<file path="src/shared/msmm_pkg.sv">
// Purpose: Constants for the mode select and memory map block.
// Assumes: 8-bit CPU bus, 16-bit addresses, one register per byte.
// Notes: Offsets are relative to the base of the 64-byte register block.
package msmm_pkg;
    // Register offsets inside the register block.
    localparam logic [5:0] OFS_SYSCHOICE = 6'h39;
    localparam logic [5:0] OFS_PRIO_MODE = 6'h3c;
    localparam logic [5:0] OFS_MAPPING = 6'h3d;
    localparam logic [5:0] OFS_STARTUP = 6'h3f;
    // Field positions in priority_and_mode.
    localparam int BIT_BOOT = 7;
    localparam int BIT_SPEC = 6;
    localparam int BIT_MDA = 5;
    localparam int BIT_IRV = 4;
    // Field positions in startup_setup_latches.
    localparam int BIT_NOCHK = 2;
    localparam int BIT_ROMP = 1;
    // Reset values.
    localparam logic [3:0] PSEL_RST = 4'h5;
    // Register block and RAM both start in page 0 after reset.
    localparam logic [7:0] MAPPING_RST = 8'h00;
    localparam logic [7:0] STARTUP_RST = 8'h02;
    localparam logic [7:0] SYSCHOICE_RST = 8'h10;
    // Writable masks; the protected bits of system_choice_bits.
    localparam logic [7:0] SYSCHOICE_MASK = 8'h3b;
    localparam logic [7:0] SYSCHOICE_PROT = 8'h33;
    localparam logic [7:0] STARTUP_MASK = 8'h06;
    // Window of protected writes in bus cycles.
    localparam int PROT_CYCLES = 64;
    localparam logic [6:0] PROT_LIMIT = 7'(PROT_CYCLES);
    // Address ranges.
    localparam logic [15:0] BOOT_LO = 16'hbf40;
    localparam logic [15:0] BOOT_HI = 16'hbfff;
    localparam logic [3:0] ROM_TOP_PAGE = 4'hf;
    localparam logic [3:0] ROM_EXP_PAGE = 4'h7;
    localparam logic [7:0] RAM_LO = 8'h40;
    // Operating modes as {special, mode_a}.
    typedef enum logic [1:0] {
        MSMM_SINGLE = 2'b00,
        MSMM_EXPAND = 2'b01,
        MSMM_BOOT = 2'b10,
        MSMM_TEST = 2'b11
    } msmm_mode_t;
endpackage

</file>
<file path="src/rtl/msmm_core.sv">
// Purpose: Mode latch, address decode and startup protection.
// Assumes: One bus cycle per clk_i; bus_valid_i marks a CPU access.
// Notes: Mode pins are sampled every cycle reset is held.
`timescale 1ns/1ps
module msmm_core (
    input wire logic clk_i,
    input wire logic sys_rst_i,
    input wire logic mode_pin_a_i,
    input wire logic mode_pin_b_i,
    input wire logic fetch_first_i,
    input wire logic eclk_i,
    input wire logic bus_valid_i,
    input wire logic bus_write_i,
    input wire logic [15:0] bus_addr_i,
    input wire logic [7:0] bus_wdata_i,
    output logic mode_pin_a_o,
    output logic mode_pin_a_oe_o,
    output logic eclk_o,
    output logic [7:0] reg_rdata_o,
    output logic sel_reg_o,
    output logic sel_ram_o,
    output logic sel_rom_o,
    output logic sel_boot_o,
    output logic ext_cycle_o,
    output logic vis_drive_o,
    output logic [1:0] mode_o,
    output logic rom_at_top_o,
    output logic nocop_o,
    output logic [7:0] sys_choice_o
);
    logic in_reset_reg;
    logic boot_reg;
    logic special_reg;
    logic mda_reg;
    logic irv_reg;
    logic [3:0] psel_reg;
    logic rom_top_reg;
    logic [6:0] cyc_reg;
    logic [7:0] rdata_reg;
    logic [7:0] mapping_q;
    logic [7:0] startup_q;
    logic [7:0] choice_q;
    logic map_done;
    logic start_done_unused;
    logic choice_done_unused;
    logic window;
    logic reg_hit;
    logic ram_hit;
    logic rom_hit;
    logic boot_hit;
    logic wr_prio;
    logic wr_map;
    logic wr_start;
    logic wr_choice;
    logic rd_any;
    logic expanded;
    logic [3:0] rom_page;
    logic [7:0] prio_view;
    logic [7:0] rdata_next;
    logic mda_next;
    logic special_next;
    logic boot_next;
    msmm_pkg::msmm_mode_t mode_now;

    // Address decode of the internal resources.
    assign reg_hit = bus_addr_i[15:12] == mapping_q[3:0]
        && bus_addr_i[11:6] == 6'h00;
    assign ram_hit = bus_addr_i[15:12] == mapping_q[7:4]
        && bus_addr_i[11:8] == 4'h0
        && bus_addr_i[7:0] >= msmm_pkg::RAM_LO
        && !reg_hit;
    assign rom_page = (mode_now == msmm_pkg::MSMM_EXPAND && !rom_top_reg)
        ? msmm_pkg::ROM_EXP_PAGE : msmm_pkg::ROM_TOP_PAGE;
    assign boot_hit = boot_reg && special_reg
        && bus_addr_i >= msmm_pkg::BOOT_LO
        && bus_addr_i <= msmm_pkg::BOOT_HI;
    assign rom_hit = startup_q[msmm_pkg::BIT_ROMP]
        && bus_addr_i[15:12] == rom_page
        && !reg_hit && !ram_hit && !boot_hit;

    // Current mode and expanded flag.
    assign mode_now = msmm_pkg::msmm_mode_t'({special_reg, mda_reg});
    assign expanded = mda_reg;

    // Bus selects; unmapped accesses go out only in expanded modes.
    assign sel_reg_o = bus_valid_i & ~in_reset_reg & reg_hit;
    assign sel_ram_o = bus_valid_i & ~in_reset_reg & ram_hit;
    assign sel_boot_o = bus_valid_i & ~in_reset_reg & boot_hit & ~reg_hit;
    assign sel_rom_o = bus_valid_i & ~in_reset_reg & rom_hit;
    assign ext_cycle_o = bus_valid_i & ~in_reset_reg & expanded
        & ~(reg_hit | ram_hit | rom_hit | boot_hit);

    // Internal read visibility in expanded and test modes.
    assign rd_any = bus_valid_i & ~bus_write_i & ~in_reset_reg;
    assign vis_drive_o = rd_any & expanded & irv_reg
        & (reg_hit | ram_hit | rom_hit | boot_hit);

    // E clock gated only in single-chip modes.
    assign eclk_o = (!expanded && irv_reg) ? 1'b0 : eclk_i;

    // Fetch marker: open drain, low on first E cycle, never in reset.
    assign mode_pin_a_o = 1'b0;
    assign mode_pin_a_oe_o = ~sys_rst_i & ~in_reset_reg
        & fetch_first_i;

    // Register write strobes.
    assign wr_prio = sel_reg_o & bus_write_i
        & bus_addr_i[5:0] == msmm_pkg::OFS_PRIO_MODE;
    assign wr_map = sel_reg_o & bus_write_i
        & bus_addr_i[5:0] == msmm_pkg::OFS_MAPPING;
    assign wr_start = sel_reg_o & bus_write_i
        & bus_addr_i[5:0] == msmm_pkg::OFS_STARTUP;
    assign wr_choice = sel_reg_o & bus_write_i
        & bus_addr_i[5:0] == msmm_pkg::OFS_SYSCHOICE;
    assign window = cyc_reg < msmm_pkg::PROT_LIMIT;

    // Priority and mode write: special only clears, mode-A only special.
    assign special_next = (wr_prio && special_reg)
        ? bus_wdata_i[msmm_pkg::BIT_SPEC] & special_reg
        : special_reg;
    assign mda_next = (wr_prio && special_reg)
        ? bus_wdata_i[msmm_pkg::BIT_MDA] : mda_reg;
    assign boot_next = (wr_prio && special_reg)
        ? bus_wdata_i[msmm_pkg::BIT_BOOT] : boot_reg;
    assign prio_view = {boot_reg & special_reg, special_reg, mda_reg,
        irv_reg, psel_reg};

    // Read data mux.
    always_comb
    begin
        rdata_next = 8'h00;
        unique case (bus_addr_i[5:0])
            msmm_pkg::OFS_PRIO_MODE: rdata_next = prio_view;
            msmm_pkg::OFS_MAPPING: rdata_next = mapping_q;
            msmm_pkg::OFS_STARTUP: rdata_next = startup_q;
            msmm_pkg::OFS_SYSCHOICE: rdata_next = choice_q;
            default: rdata_next = 8'h00;
        endcase
    end

    // Mode latch: held while reset, pins sampled; afterwards changed only by priority writes.
    always_ff @(posedge clk_i)
    begin
        if (sys_rst_i)
        begin
            in_reset_reg <= 1'b1;
            boot_reg <= ~mode_pin_b_i & ~mode_pin_a_i;
            special_reg <= ~mode_pin_b_i;
            mda_reg <= mode_pin_a_i;
            irv_reg <= ~mode_pin_b_i & mode_pin_a_i;
            psel_reg <= msmm_pkg::PSEL_RST;
            rom_top_reg <= ~mode_pin_a_i;
        end
        else
        begin
            in_reset_reg <= 1'b0;
            boot_reg <= boot_next;
            special_reg <= special_next;
            mda_reg <= mda_next;
            if (wr_prio)
            begin
                irv_reg <= bus_wdata_i[msmm_pkg::BIT_IRV];
                psel_reg <= bus_wdata_i[3:0];
            end
        end
    end

    // Bus cycle counter for the protection window.
    always_ff @(posedge clk_i)
    begin
        if (sys_rst_i)
            cyc_reg <= 7'h00;
        else if (bus_valid_i && window)
            cyc_reg <= cyc_reg + 7'h01;
    end

    // Registered read data.
    always_ff @(posedge clk_i)
    begin
        if (sys_rst_i)
            rdata_reg <= 8'h00;
        else if (rd_any && reg_hit)
            rdata_reg <= rdata_next;
    end

    // Mapping register: every bit protected.
    msmm_prot_reg #(
        .RST(msmm_pkg::MAPPING_RST),
        .MASK(8'hff),
        .PROT(8'hff)
    ) u_map (
        .clk_i(clk_i),
        .sys_rst_i(sys_rst_i),
        .wr_i(wr_map),
        .wdata_i(bus_wdata_i),
        .special_i(special_reg),
        .window_i(window),
        .q_o(mapping_q),
        .done_o(map_done)
    );

    // Startup latches: rom_present forced on at reset.
    msmm_prot_reg #(
        .RST(msmm_pkg::STARTUP_RST),
        .MASK(msmm_pkg::STARTUP_MASK),
        .PROT(msmm_pkg::STARTUP_MASK)
    ) u_start (
        .clk_i(clk_i),
        .sys_rst_i(sys_rst_i),
        .wr_i(wr_start),
        .wdata_i(bus_wdata_i),
        .special_i(special_reg),
        .window_i(window),
        .q_o(startup_q),
        .done_o(start_done_unused)
    );

    // System choice bits, partly protected.
    msmm_prot_reg #(
        .RST(msmm_pkg::SYSCHOICE_RST),
        .MASK(msmm_pkg::SYSCHOICE_MASK),
        .PROT(msmm_pkg::SYSCHOICE_PROT)
    ) u_choice (
        .clk_i(clk_i),
        .sys_rst_i(sys_rst_i),
        .wr_i(wr_choice),
        .wdata_i(bus_wdata_i),
        .special_i(special_reg),
        .window_i(window),
        .q_o(choice_q),
        .done_o(choice_done_unused)
    );

    assign reg_rdata_o = rdata_reg;
    assign mode_o = mode_now;
    assign rom_at_top_o = rom_page == msmm_pkg::ROM_TOP_PAGE;
    assign nocop_o = startup_q[msmm_pkg::BIT_NOCHK];
    assign sys_choice_o = choice_q;

    // Checks on the mode latch and map.
    special_clear_a: assert property (
        @(posedge clk_i) disable iff (sys_rst_i)
        !$past(sys_rst_i) && !$past(special_reg) |-> !special_reg)
        else $error("special bit set by software");
    mode_frozen_a: assert property (
        @(posedge clk_i) disable iff (sys_rst_i)
        !$past(sys_rst_i) && !$past(special_reg) |-> $stable(mda_reg))
        else $error("mode-A changed outside special mode");
    boot_gate_a: assert property (
        @(posedge clk_i) disable iff (sys_rst_i)
        sel_boot_o |-> special_reg && bus_addr_i >= msmm_pkg::BOOT_LO)
        else $error("boot ROM selected out of mode");
    rom_off_a: assert property (
        @(posedge clk_i) disable iff (sys_rst_i)
        !startup_q[msmm_pkg::BIT_ROMP] |-> !sel_rom_o)
        else $error("ROM selected while removed");
    prio_win_a: assert property (
        @(posedge clk_i) disable iff (sys_rst_i)
        sel_reg_o |-> !sel_rom_o && !sel_ram_o)
        else $error("register block lost priority");
    eclk_gate_a: assert property (
        @(posedge clk_i) disable iff (sys_rst_i)
        !mda_reg && irv_reg |-> !eclk_o)
        else $error("E clock not held low");
    ext_only_a: assert property (
        @(posedge clk_i) disable iff (sys_rst_i)
        ext_cycle_o |-> mda_reg && !sel_reg_o && !sel_ram_o)
        else $error("external cycle in wrong case");
    map_once_a: assert property (
        @(posedge clk_i) disable iff (sys_rst_i)
        map_done && !special_reg |=> $stable(mapping_q))
        else $error("mapping changed after first write");
    map_reset_a: assert property (
        @(posedge clk_i)
        sys_rst_i |=> mapping_q == msmm_pkg::MAPPING_RST
            && startup_q[msmm_pkg::BIT_ROMP])
        else $error("map reset value wrong");
    marker_a: assert property (
        @(posedge clk_i)
        sys_rst_i |-> !mode_pin_a_oe_o)
        else $error("marker driven in reset");
    cover_boot_c: cover property (@(posedge clk_i) sel_boot_o);
    cover_ext_c: cover property (@(posedge clk_i) ext_cycle_o);
    cover_leave_c: cover property (@(posedge clk_i)
        $past(special_reg) && !special_reg && !sys_rst_i);
    cover_map_c: cover property (@(posedge clk_i) wr_map && window);
endmodule // msmm_core

</file>
<file path="src/rtl/msmm_prot_reg.sv">
// Purpose: One byte register guarded by a once-only write window.
// Assumes: Caller supplies the open window and the special flag.
// Notes: Free bits are always writable; protected bits follow the window.
`timescale 1ns/1ps
module msmm_prot_reg #(
    parameter logic [7:0] RST = 8'h00,
    parameter logic [7:0] MASK = 8'hff,
    parameter logic [7:0] PROT = 8'hff
) (
    input wire logic clk_i,
    input wire logic sys_rst_i,
    input wire logic wr_i,
    input wire logic [7:0] wdata_i,
    input wire logic special_i,
    input wire logic window_i,
    output logic [7:0] q_o,
    output logic done_o
);
    logic [7:0] q_reg;
    logic [7:0] q_next;
    logic done_reg;
    logic prot_ok;
    logic [7:0] wmask;

    // Protected bits open in special modes, or once inside the window.
    assign prot_ok = special_i | (window_i & ~done_reg);
    assign wmask = MASK & (prot_ok ? 8'hff : ~PROT);
    assign q_next = (q_reg & ~wmask) | (wdata_i & wmask);

    // Value register and the once-per-reset flag.
    always_ff @(posedge clk_i)
    begin
        if (sys_rst_i)
        begin
            q_reg <= RST;
            done_reg <= 1'b0;
        end
        else if (wr_i)
        begin
            q_reg <= q_next;
            done_reg <= done_reg | ~special_i;
        end
    end

    assign q_o = q_reg;
    assign done_o = done_reg;
endmodule // msmm_prot_reg

</file>
<file path="config.mk">
export PLATFORM = sky130hd
export DESIGN_NAME = msmm_core
export DESIGN_NICKNAME = d
export VERILOG_FILES = /design/src/shared/msmm_pkg.sv /design/src/rtl/msmm_core.sv /design/src/rtl/msmm_prot_reg.sv
export SDC_FILE = /design/constraint.sdc
export NUM_CORES = 1
export LEC_CHECK = 0
export BUFFER_PORTS_ARGS = -buffer_cell sky130_fd_sc_hd__buf_2
export CORE_ASPECT_RATIO = 1.1
export CORE_MARGIN = 5
export CORE_UTILIZATION = 40
export CTS_CLUSTER_SIZE = 16
export DETAILED_ROUTE_END_ITERATION = 16
export PLACE_DENSITY_LB_ADDON = 0.1
export SLEW_MARGIN = 15
export SYNTH_ARGS = -nofsm -noshare
export SYNTH_HDL_FRONTEND = slang
export SYNTH_HIERARCHICAL = 1
export SYNTH_SLANG_ARGS = --single-unit
</file>
<file path="constraint.sdc">
create_clock -name clk_i -period 2.8 [get_ports clk_i]
set_clock_uncertainty 0.2 [all_clocks]
set_input_delay 0.42 -clock clk_i [delete_from_list [all_inputs] [get_ports clk_i]]
set_output_delay 0.42 -clock clk_i [all_outputs]
set_load 0.1 [all_outputs]
</file>
==> run metrics, run 1 <==
DRT Wirelength=approximately 7600 um; slew at the pin closest to its max-slew limit=~0.57 ns; io pins=61; row cnt=31; final setup fails=0; first-pass GRT wire length=about 12000 um; fmax=between 300 and 400 MHz; Setup Buffers After CTS=0; post-CTS sizing=0; Clock Path Buffers=2; minimum clock period=roughly 2.7 ns; max cap viols=0; CP endpoint kind=primary output; Async SR Flop Fraction=0%; ANT cells=0; layout cells sized above 1=between 20% and 30%; # port buffers=56; Leak=~1.3 nW; gpl congestion=0.824; htree depth=2; via count=2460; average routed wire per standard cell=approximately 17 um; vias in the first global route=~2400; # DRC=0; Tightest Hold Check Type=in2reg; CTS tree=done; Inserted Clock Buffers=5; chip width=~90 um; synth cell count leaders=dfxtp_1 (38), a21oi_1 (28), nand2b_1 (25), nand3_1 (25), nor2_1 (21); sequential-to-total area share from yosys stat=approximately 34%; CP arrival=between 2 and 2.5 ns; unrepaired setup endpoints after global routing=false; Slew headroom=around 62%; Worst Setup Path Type=in2out; worst-skew pair later-pin latency=roughly 0.3 ns; Cells after Synth=roughly 320; Yosys Warn Count=6; Post-synth EDFFs=5; Cell variety after synth=48; GRT overflow=0; cts hold-fix bufs=0; Most used DFF post-synth=dfxtp_1; Routed Antenna Nets=0; crit-path cells=buf_2, or4_4, or4_4, nor2_4, nor4_4, clkbuf_4; top-area cell type share of the netlist area=28.0%; FF+latch count, synth=43; vias per cell=roughly 5.3; clk slew on worst S/H paths=0.08 ns; fill count=659; GRT Total Usage=about a fifth; Final Hold Viols=0; clk sinks=between 40 and 50; full die area=8540 sq um; CP dominant cell by count=or4_4; DRT iter0 DRCs=about 180; worst vdd ir=0.000278 V; crit path max fanout=3; Layout area overhead=23.5%; largest net degree at the start of global routing=35; detailed placement HPWL=slightly below 6000 um; Core Region=approximately 6600 sq um; Cell Pwr Density=402 nW/um^2; initial antenna violation count=0; First-pass DRT Iterations=4; syn avg cell area=8.54 sq um; setup_tns=0 ns; nets@finish=410; Synth area leader=dfxtp_1; max-slew violations=0; outcome=finished, final reports clean; Clock Root Buffer=clkbuf_8; Critical Path RT=around 2.2 ns; CP startpoint kind=input port; post-synthesis instance area=around 2700 sq um; Tcrit/Tclk final=96.7%; final total power=around 1.3 mW; Synth area leaders=dfxtp_1 (28%), mux2i_1 (6.6%), nand2b_1 (5.8%), edfxtp_1 (5.5%), a21oi_1 (5.2%); CP max stage delay=between 0.5 and 0.6 ns; Initial Util=41.2%; Die Y=slightly below 100 um; most common cell in the netlist=dfxtp_1; Critical Path Slowest Stage Cell=or4_4
-- path summary, 6_finish.rpt --
kind / slack (ns) / depth (start not counted) / end / startpoint
setup / recovery: 0.09 / 6 / sel_rom_o / bus_addr_i[9]
hold / removal: 0.18 / 2 / rom_top_reg$_DFFE_PP_ / mode_pin_a_i
setup reg to reg: 0.49 / 7 / flip-flop / flip-flop
hold reg to reg: 0.26 / 2 / reg_rdata_o[7]$_SDFFE_PP0P_ / reg_rdata_o[7]$_SDFFE_PP0P_
-- through the flow --
step	hold slack, ns	util, %	instances	area, sq um	setup WS (ns)
after floorplan	0.238	-	325	2830	-0.501
after global placement	0.242	49.0	452	3230	0.0724
after detailed placement	0.249	49.0	452	3230	0.0760
after CTS	0.174	50.7	460	3350	0.0702
after global routing	0.187	50.8	460	3350	0.0442
final	0.178	50.8	460	3350	0.0920
-- layout by cell type, fill, tap and decap left out, types with 3 or more instances in the layout --
cell type	instances
buf_2	51
dfxtp_1	37
a21oi_1	28
nand2b_1	25
nand3_1	25
nor2_1	20
mux2i_1	18
buf_4	17
xor2_1	13
nand2_1	11
inv_1	10
conb_1	10
or3b_2	8
o21ai_0	8
nand3b_1	8
o311ai_0	7
o2111ai_1	7
clkbuf_8	6
nand4_1	5
edfxtp_1	5
nor4_1	4
buf_12	4
nand4b_1	3
nor4_4	3
and3_1	3
-- final cells by class --
class	count	area (sq um)	area share [%]
Clock buffer	7	108	3.21
Inverter	10	37.5	1.12
Multi-Input combinational cell	243	1710	51.0
Sequential cell	43	912	27.2
Tap cell	82	103	3.06
Clock inverter	1	5.00	0.149
Timing Repair Buffer	74	478	14.3
-- logic make-up after synthesis --
| group | Yosys count | synth area share, % |
|---|---|---|
| simple gates | 140 | 31.7 |
| compound gates | 59 | 14.7 |
| flops | 43 | 33.5 |
| buf+inv | 39 | 7.65 |
| mux | 18 | 6.64 |
| xor+xnor | 15 | 4.84 |
| other cells | 3 | 0.415 |
| fa+ha+maj | 1 | 0.461 |
-- report_power, final --
group	internal [mW]	switching, mW
logic	0.0674	0.166
clock network	0.253	0.220
registers	0.634	0.00778
total	0.954	0.394
-- critical path, delay by kind of cell --
family	cells	cell delay, ns
buffers and inverters	2	0.38
AND/OR/NAND/NOR	4	1.28
-- metal layers --
| layer | routed length (um) | global-route usage [%] | vias up | part of all wire (%) |
|---|---|---|---|---|
| met5 | 0 | 0 | - | 0 |
| met4 | 102 | 4.79 | 0 | 1.3 |
| met3 | 432 | 3.14 | 7 | 5.7 |
| met2 | 3720 | 31.1 | 72 | 49 |
| met1 | 3340 | 25.7 | 1132 | 44 |
| li1 | - | - | 1249 | - |
No activity file was read; power rests on OpenSTA's default activity.
==> run 2: changes to the inputs <==
--- a/config.mk
+++ b/config.mk
@@ -8,7 +8,7 @@
 export BUFFER_PORTS_ARGS = -buffer_cell sky130_fd_sc_hd__buf_2
 export CORE_ASPECT_RATIO = 1.1
 export CORE_MARGIN = 5
-export CORE_UTILIZATION = 40
+export CORE_UTILIZATION = 45
 export CTS_CLUSTER_SIZE = 16
 export DETAILED_ROUTE_END_ITERATION = 16
 export PLACE_DENSITY_LB_ADDON = 0.1
==> run 2 against run 1 <==
Sequential share of layout area rose by 0.20 points. Sequential power barely moved. Hold slack got worse by 0.0031 ns. Combinational power fell by 2%. Final area fell by 0.86%. First-iteration DRC count fell by 30%. Count of clock-buffer cells in the layout fell by 1. Core utilization rose by 6.4 points. Routed wire length fell by 0.13%. Maximum frequency fell by 0.28%. Flip-flop and latch count did not move. Cell count fell by 1.7%. Highest routed layer unchanged.
==> run metrics, run 2 (synthesis gave the netlist of run 1 again) <==
most common cell after layout, fill and taps aside=buf_2 (unchanged); CP endpoint kind=primary output (unchanged); Critical Path RT=2.18 ns (about the same); final setup fails=0 (unchanged); Initial Util=46.8% (was 41.2%); final std cells w/o fill=452 (was 460); worst vdd ir=0.000341 V (was 0.000278 V); io pins=61 (unchanged); First-pass DRT Iterations=4 (unchanged); DRT Wirelength=7580 um (was 7590 um); Inserted Clock Buffers=5 (unchanged); final instance area=3320 sq um (was 3350 sq um); Min-Delay Startpoint=mode_pin_a_i (unchanged); GRT overflow=0 (unchanged); vias per cell=5.51 (was 5.35); max-slew violations=0 (unchanged); chip width=84.1 um (was 88.6 um); Cell Pwr Density=411 nW/um^2 (was 402 nW/um^2); fmax=368 MHz (was 369 MHz); gpl congestion=0.865 (was 0.824); CTS tree=done (unchanged); htree depth=2 (unchanged); Placed Cells incl. Taps=444 (was 452); Die Y=91.5 um (was 96.4 um); ANT cells=0 (unchanged); row cnt=29 (was 31); detailed placement HPWL=5760 um (was 5870 um); outcome=finished, final reports clean (unchanged); Core Region=5810 sq um (was 6590 sq um); Final Hold Viols=0 (unchanged); Worst Setup Path Type=in2out (unchanged); crit path from=bus_addr_i[9] (unchanged); max cap viols=0 (unchanged); setup_tns=0 ns (unchanged); full die area=7690 sq um (was 8540 sq um); clk slew on worst S/H paths=0.09 ns (was 0.08 ns); minimum clock period=2.72 ns (was 2.71 ns); post-CTS sizing=0 (unchanged); layout cells sized above 1=28.8% (was 29.6%); first-pass GRT wire length=12100 um (was 12300 um); Tcrit/Tclk final=97.0% (was 96.7%); Clock Root Buffer=clkbuf_8 (unchanged); most frequent cells in the layout=buf_2 (51), dfxtp_1 (38), a21oi_1 (28) (was buf_2 (51), dfxtp_1 (37), a21oi_1 (28)); average routed wire per standard cell=16.8 um (was 16.5 um); Tightest Hold Check Type=in2reg (unchanged); clk sinks=43 (unchanged); DRT iter0 DRCs=128 (was 183); CP arrival=2.10 ns (was 2.09 ns); placed cell areas=3200 sq um (was 3230 sq um); # port buffers=56 (unchanged); GRT Total Usage=19.7% (was 18.9%); Slew headroom=63.7% (was 62.0%); Setup Buffers After CTS=0 (unchanged); Clock Path Buffers=2 (unchanged); via count=2491 (was 2460); Layout area overhead=22.4% (was 23.5%); vias in the first global route=2386 (was 2406); cts hold-fix bufs=0 (unchanged); initial antenna violation count=0 (unchanged); CP startpoint kind=input port (unchanged); worst-skew pair later-pin latency=0.30 ns (about the same); Hold Slack=0.175 ns (was 0.178 ns); largest net degree at the start of global routing=35 (unchanged); # DRC=0 (unchanged); Leak=1.28 nW (was 1.30 nW); crit path max fanout=3 (unchanged); Routed Antenna Nets=0 (unchanged); slew at the pin closest to its max-slew limit=0.543 ns (was 0.570 ns); nets@finish=407 (was 410)
==> run 2: cell count changes in the layout (fill, tap and decap cells not counted) <==
cell | previous run | this run
nor3_2 | 1 | 2
bufinv_16 | 0 | 1
clkbuf_4 | 2 | 1
dfxtp_2 | 1 | 0
inv_4 | 0 | 1
clkbuf_1 | 0 | 1
clkbuf_8 | 6 | 5
clkinv_2 | 1 | 0
dfxtp_1 | 37 | 38
clkbuf_16 | 1 | 0
buf_4 | 17 | 15
nor3_1 | 2 | 1
==> run 2: area by class of cell <==
cell class | instances | area [sq um]
Multi-Input combinational cell | 243 | 1710
Tap cell | 77 | 96.3
Clock inverter | 2 | 36.3
Inverter | 10 | 37.5
Sequential cell | 43 | 911
Fill cell | 577 | 2480
Clock buffer | 6 | 72.6
Timing Repair Buffer | 71 | 455
==> run 2: worst max-delay path, stage by stage <==
cell and delay [ns]:
buf_2 0.11, or4_4 0.53, or4_4 0.51, nor2_4 0.19, o31a_4 0.16, buf_12 0.16
==> run 2: final timing paths <==
path | to | slack, ns | cells past startpoint
worst max-delay path | vis_drive_o | 0.08 | 6
worst min-delay path | rom_top_reg$_DFFE_PP_ | 0.17 | 2
worst max register to register | flip-flop | 0.47 | 7
worst min register to register | reg_rdata_o[7]$_SDFFE_PP0P_ | 0.26 | 2
==> run 2: where the power goes <==
group / switching (mW) / total, mW / internal [mW]
clock: 0.227 / 0.494 / 0.267
combinational: 0.164 / 0.229 / 0.0646
sequential: 0.00939 / 0.643 / 0.634
==> run 2: per-stage QoR <==
step           util, %  total power [mW]  setup WS (ns)
2_1_floorplan        -             0.827         -0.501
3_3_place_gp      55.2             0.881         0.0859
3_5_place_dp      55.2             0.884         0.0562
4_1_cts           57.1              1.37        0.00745
5_1_grt           57.2              1.42       -0.00564
6_report          57.2              1.37         0.0846
==> run 2: metal layers <==
layer / GRT usage [%] / vias up / part of all wire (%)
met5: 0 / - / 0
met4: 5.09 / 0 / 1.1
met3: 3.53 / 7 / 4.4
met2: 32.8 / 58 / 50
met1: 26.3 / 1182 / 45
li1: - / 1244 / -
==> run 3: changes to the inputs <==
--- a/config.mk
+++ b/config.mk
@@ -11,7 +11,7 @@
 export CORE_UTILIZATION = 45
 export CTS_CLUSTER_SIZE = 16
 export DETAILED_ROUTE_END_ITERATION = 16
-export PLACE_DENSITY_LB_ADDON = 0.1
+export PLACE_DENSITY_LB_ADDON = 0.25
 export SLEW_MARGIN = 15
 export SYNTH_ARGS = -nofsm -noshare
 export SYNTH_HDL_FRONTEND = slang
==> run 3 against run 2 <==
Cell count increased by 0.44%. Largest cell class unchanged. Critical endpoint is now sel_rom_o. Die area unchanged. Count of clock-buffer cells in the layout decreased by 1. Critical path depth unchanged. Combinational power about the same. Flip-flop and latch count unchanged.
==> run metrics, run 3 (synthesis gave the netlist of run 1 again) <==
outcome=finished, final reports clean (unchanged); chip width=84.1 um (unchanged); CP arrival=2.09 ns (was 2.10 ns); Leak=1.28 nW (about the same); most frequent cells in the layout=buf_2 (51), dfxtp_1 (38), a21oi_1 (28) (unchanged); net switching power=414 uW (was 401 uW); # port buffers=56 (unchanged); DRT iter0 DRCs=153 (was 128); post-CTS sizing=0 (unchanged); GRT Total Usage=19.2% (was 19.7%); crit path max fanout=3 (unchanged); Clock Root Buffer=clkbuf_8 (unchanged); first-pass GRT wire length=11900 um (was 12100 um); clk sinks=43 (unchanged); row cnt=29 (unchanged); via count=2507 (was 2491); Hold Slack=0.175 ns (about the same); CP Capture Point=sel_rom_o (was vis_drive_o); io pins=61 (unchanged); Inserted Clock Buffers=5 (unchanged); full die area=7690 sq um (unchanged); layout cells sized above 1=29.2% (was 28.8%); max-slew violations=0 (unchanged); worst-skew pair later-pin latency=0.30 ns (about the same); most common cell after layout, fill and taps aside=buf_2 (unchanged); Clk pwr share=32.8% (was 36.2%); # DRC=0 (unchanged); First-pass DRT Iterations=4 (unchanged); fmax=369 MHz (was 368 MHz); initial antenna violation count=0 (unchanged); Setup Buffers After CTS=0 (unchanged); Clock Path Buffers=2 (unchanged); Layout area overhead=21.8% (was 22.4%); Finished Core Util=57.0% (was 57.2%); Cell Pwr Density=392 nW/um^2 (was 411 nW/um^2); CP startpoint kind=input port (unchanged); GRT overflow=0 (unchanged); slew at the pin closest to its max-slew limit=0.551 ns (was 0.543 ns); Critical Path RT=2.18 ns (about the same); Routed Antenna Nets=0 (unchanged); Worst Setup Path Type=in2out (unchanged); fill count=557 (was 577); Comb power frac=17.6% (was 16.8%); Tightest Hold Check Type=in2reg (unchanged); crit path from=bus_addr_i[9] (unchanged); cts hold-fix bufs=0 (unchanged); unrepaired setup endpoints after global routing=false; R2R setup slack=0.48 ns (was 0.47 ns); Tcrit/Tclk final=96.7% (was 97.0%); DRT Wirelength=7350 um (was 7580 um); detailed placement HPWL=5740 um (was 5760 um); Min-Delay Startpoint=mode_pin_a_i (unchanged); Final Hold Viols=0 (unchanged); vias in the first global route=2460 (was 2386); final setup fails=0 (unchanged); max cap viols=0 (unchanged); minimum clock period=2.71 ns (was 2.72 ns); vias per cell=5.52 (was 5.51); clk slew on worst S/H paths=0.09 ns (about the same); Slew headroom=63.2% (was 63.7%); sequential share of power=49.6% (was 47.1%); ANT cells=0 (unchanged); htree depth=2 (unchanged); Initial Util=46.8% (unchanged); Core Region=5810 sq um (unchanged); average routed wire per standard cell=16.2 um (was 16.8 um); Switching Share=31.9% (was 29.3%); Die Y=91.5 um (unchanged); largest net degree at the start of global routing=35 (unchanged); CP endpoint kind=primary output (unchanged); worst-case reg-to-reg path depth=7 (unchanged); CTS tree=done (unchanged); P_int=884 uW (was 966 uW); gpl congestion=0.881 (was 0.865); worst vdd ir=0.000258 V (was 0.000341 V); nets@finish=409 (was 407)
==> run 3: cell count changes in the layout (fill, tap and decap cells not counted), sizes merged <==
cell and change:
buf +1, clkinv +1, bufinv -1, inv +1
==> run 3: metrics by stage <==
| stage | area (sq um) | worst slack (ns) | instances | power, mW | TNS (ns) |
|---|---|---|---|---|---|
| floorplan | 2830 | -0.501 | 325 | 0.827 | -7.82 |
| global placement | 3210 | 0.0888 | 446 | 0.882 | 0 |
| detailed placement | 3210 | 0.0177 | 446 | 0.884 | 0 |
| CTS | 3300 | 0.0650 | 454 | 1.30 | 0 |
| global route | 3310 | 0.0299 | 454 | 1.35 | 0 |
| finish | 3310 | 0.0933 | 454 | 1.30 | 0 |
==> run 3: worst min path at each step <==
stage / slack [ns] / endpoint / cells past startpoint
final: 0.18 / rom_top_reg$_DFFE_PP_ / 2
after global routing: 0.17 / rom_top_reg$_DFFE_PP_ / 2
after CTS: 0.17 / rom_top_reg$_DFFE_PP_ / 2
after detailed placement: 0.25 / reg_rdata_o[7]$_SDFFE_PP0P_ / 2
after global placement: 0.24 / reg_rdata_o[7]$_SDFFE_PP0P_ / 2
after floorplan: 0.24 / u_choice/done_o$_SDFFE_PP0P_ / 2
==> run 3: layer usage <==
layer	GRT usage (%)	part of all wire (%)
met5	0	0
met4	7.64	1.9
met3	3.26	5.1
met2	32.6	50
met1	24.2	43
==> run 3: final cells by class <==
type	instances	area [sq um]	share of cell area, %
Clock buffer	5	68.8	2.08
Clock inverter	3	26.3	0.795
Inverter	10	37.5	1.14
Multi-Input combinational cell	243	1710	51.7
Sequential cell	43	911	27.5
Tap cell	77	96.3	2.91
Timing Repair Buffer	73	458	13.8
==> run 3: worst max-delay path: stages <==
cell	delay, ns
buf_2	0.10
or4_4	0.53
or4_4	0.52
nor2_4	0.18
nor4_4	0.05
clkbuf_4	0.28
==> run 3: power groups by stage <==
stage               sequential, mW  clock (mW)  combinational [mW]
global placement             0.658           0               0.225
CTS                          0.643       0.434               0.227
finish                       0.643       0.426               0.228
detailed placement           0.658           0               0.227
global route                 0.644       0.465               0.244
floorplan                    0.656           0               0.171
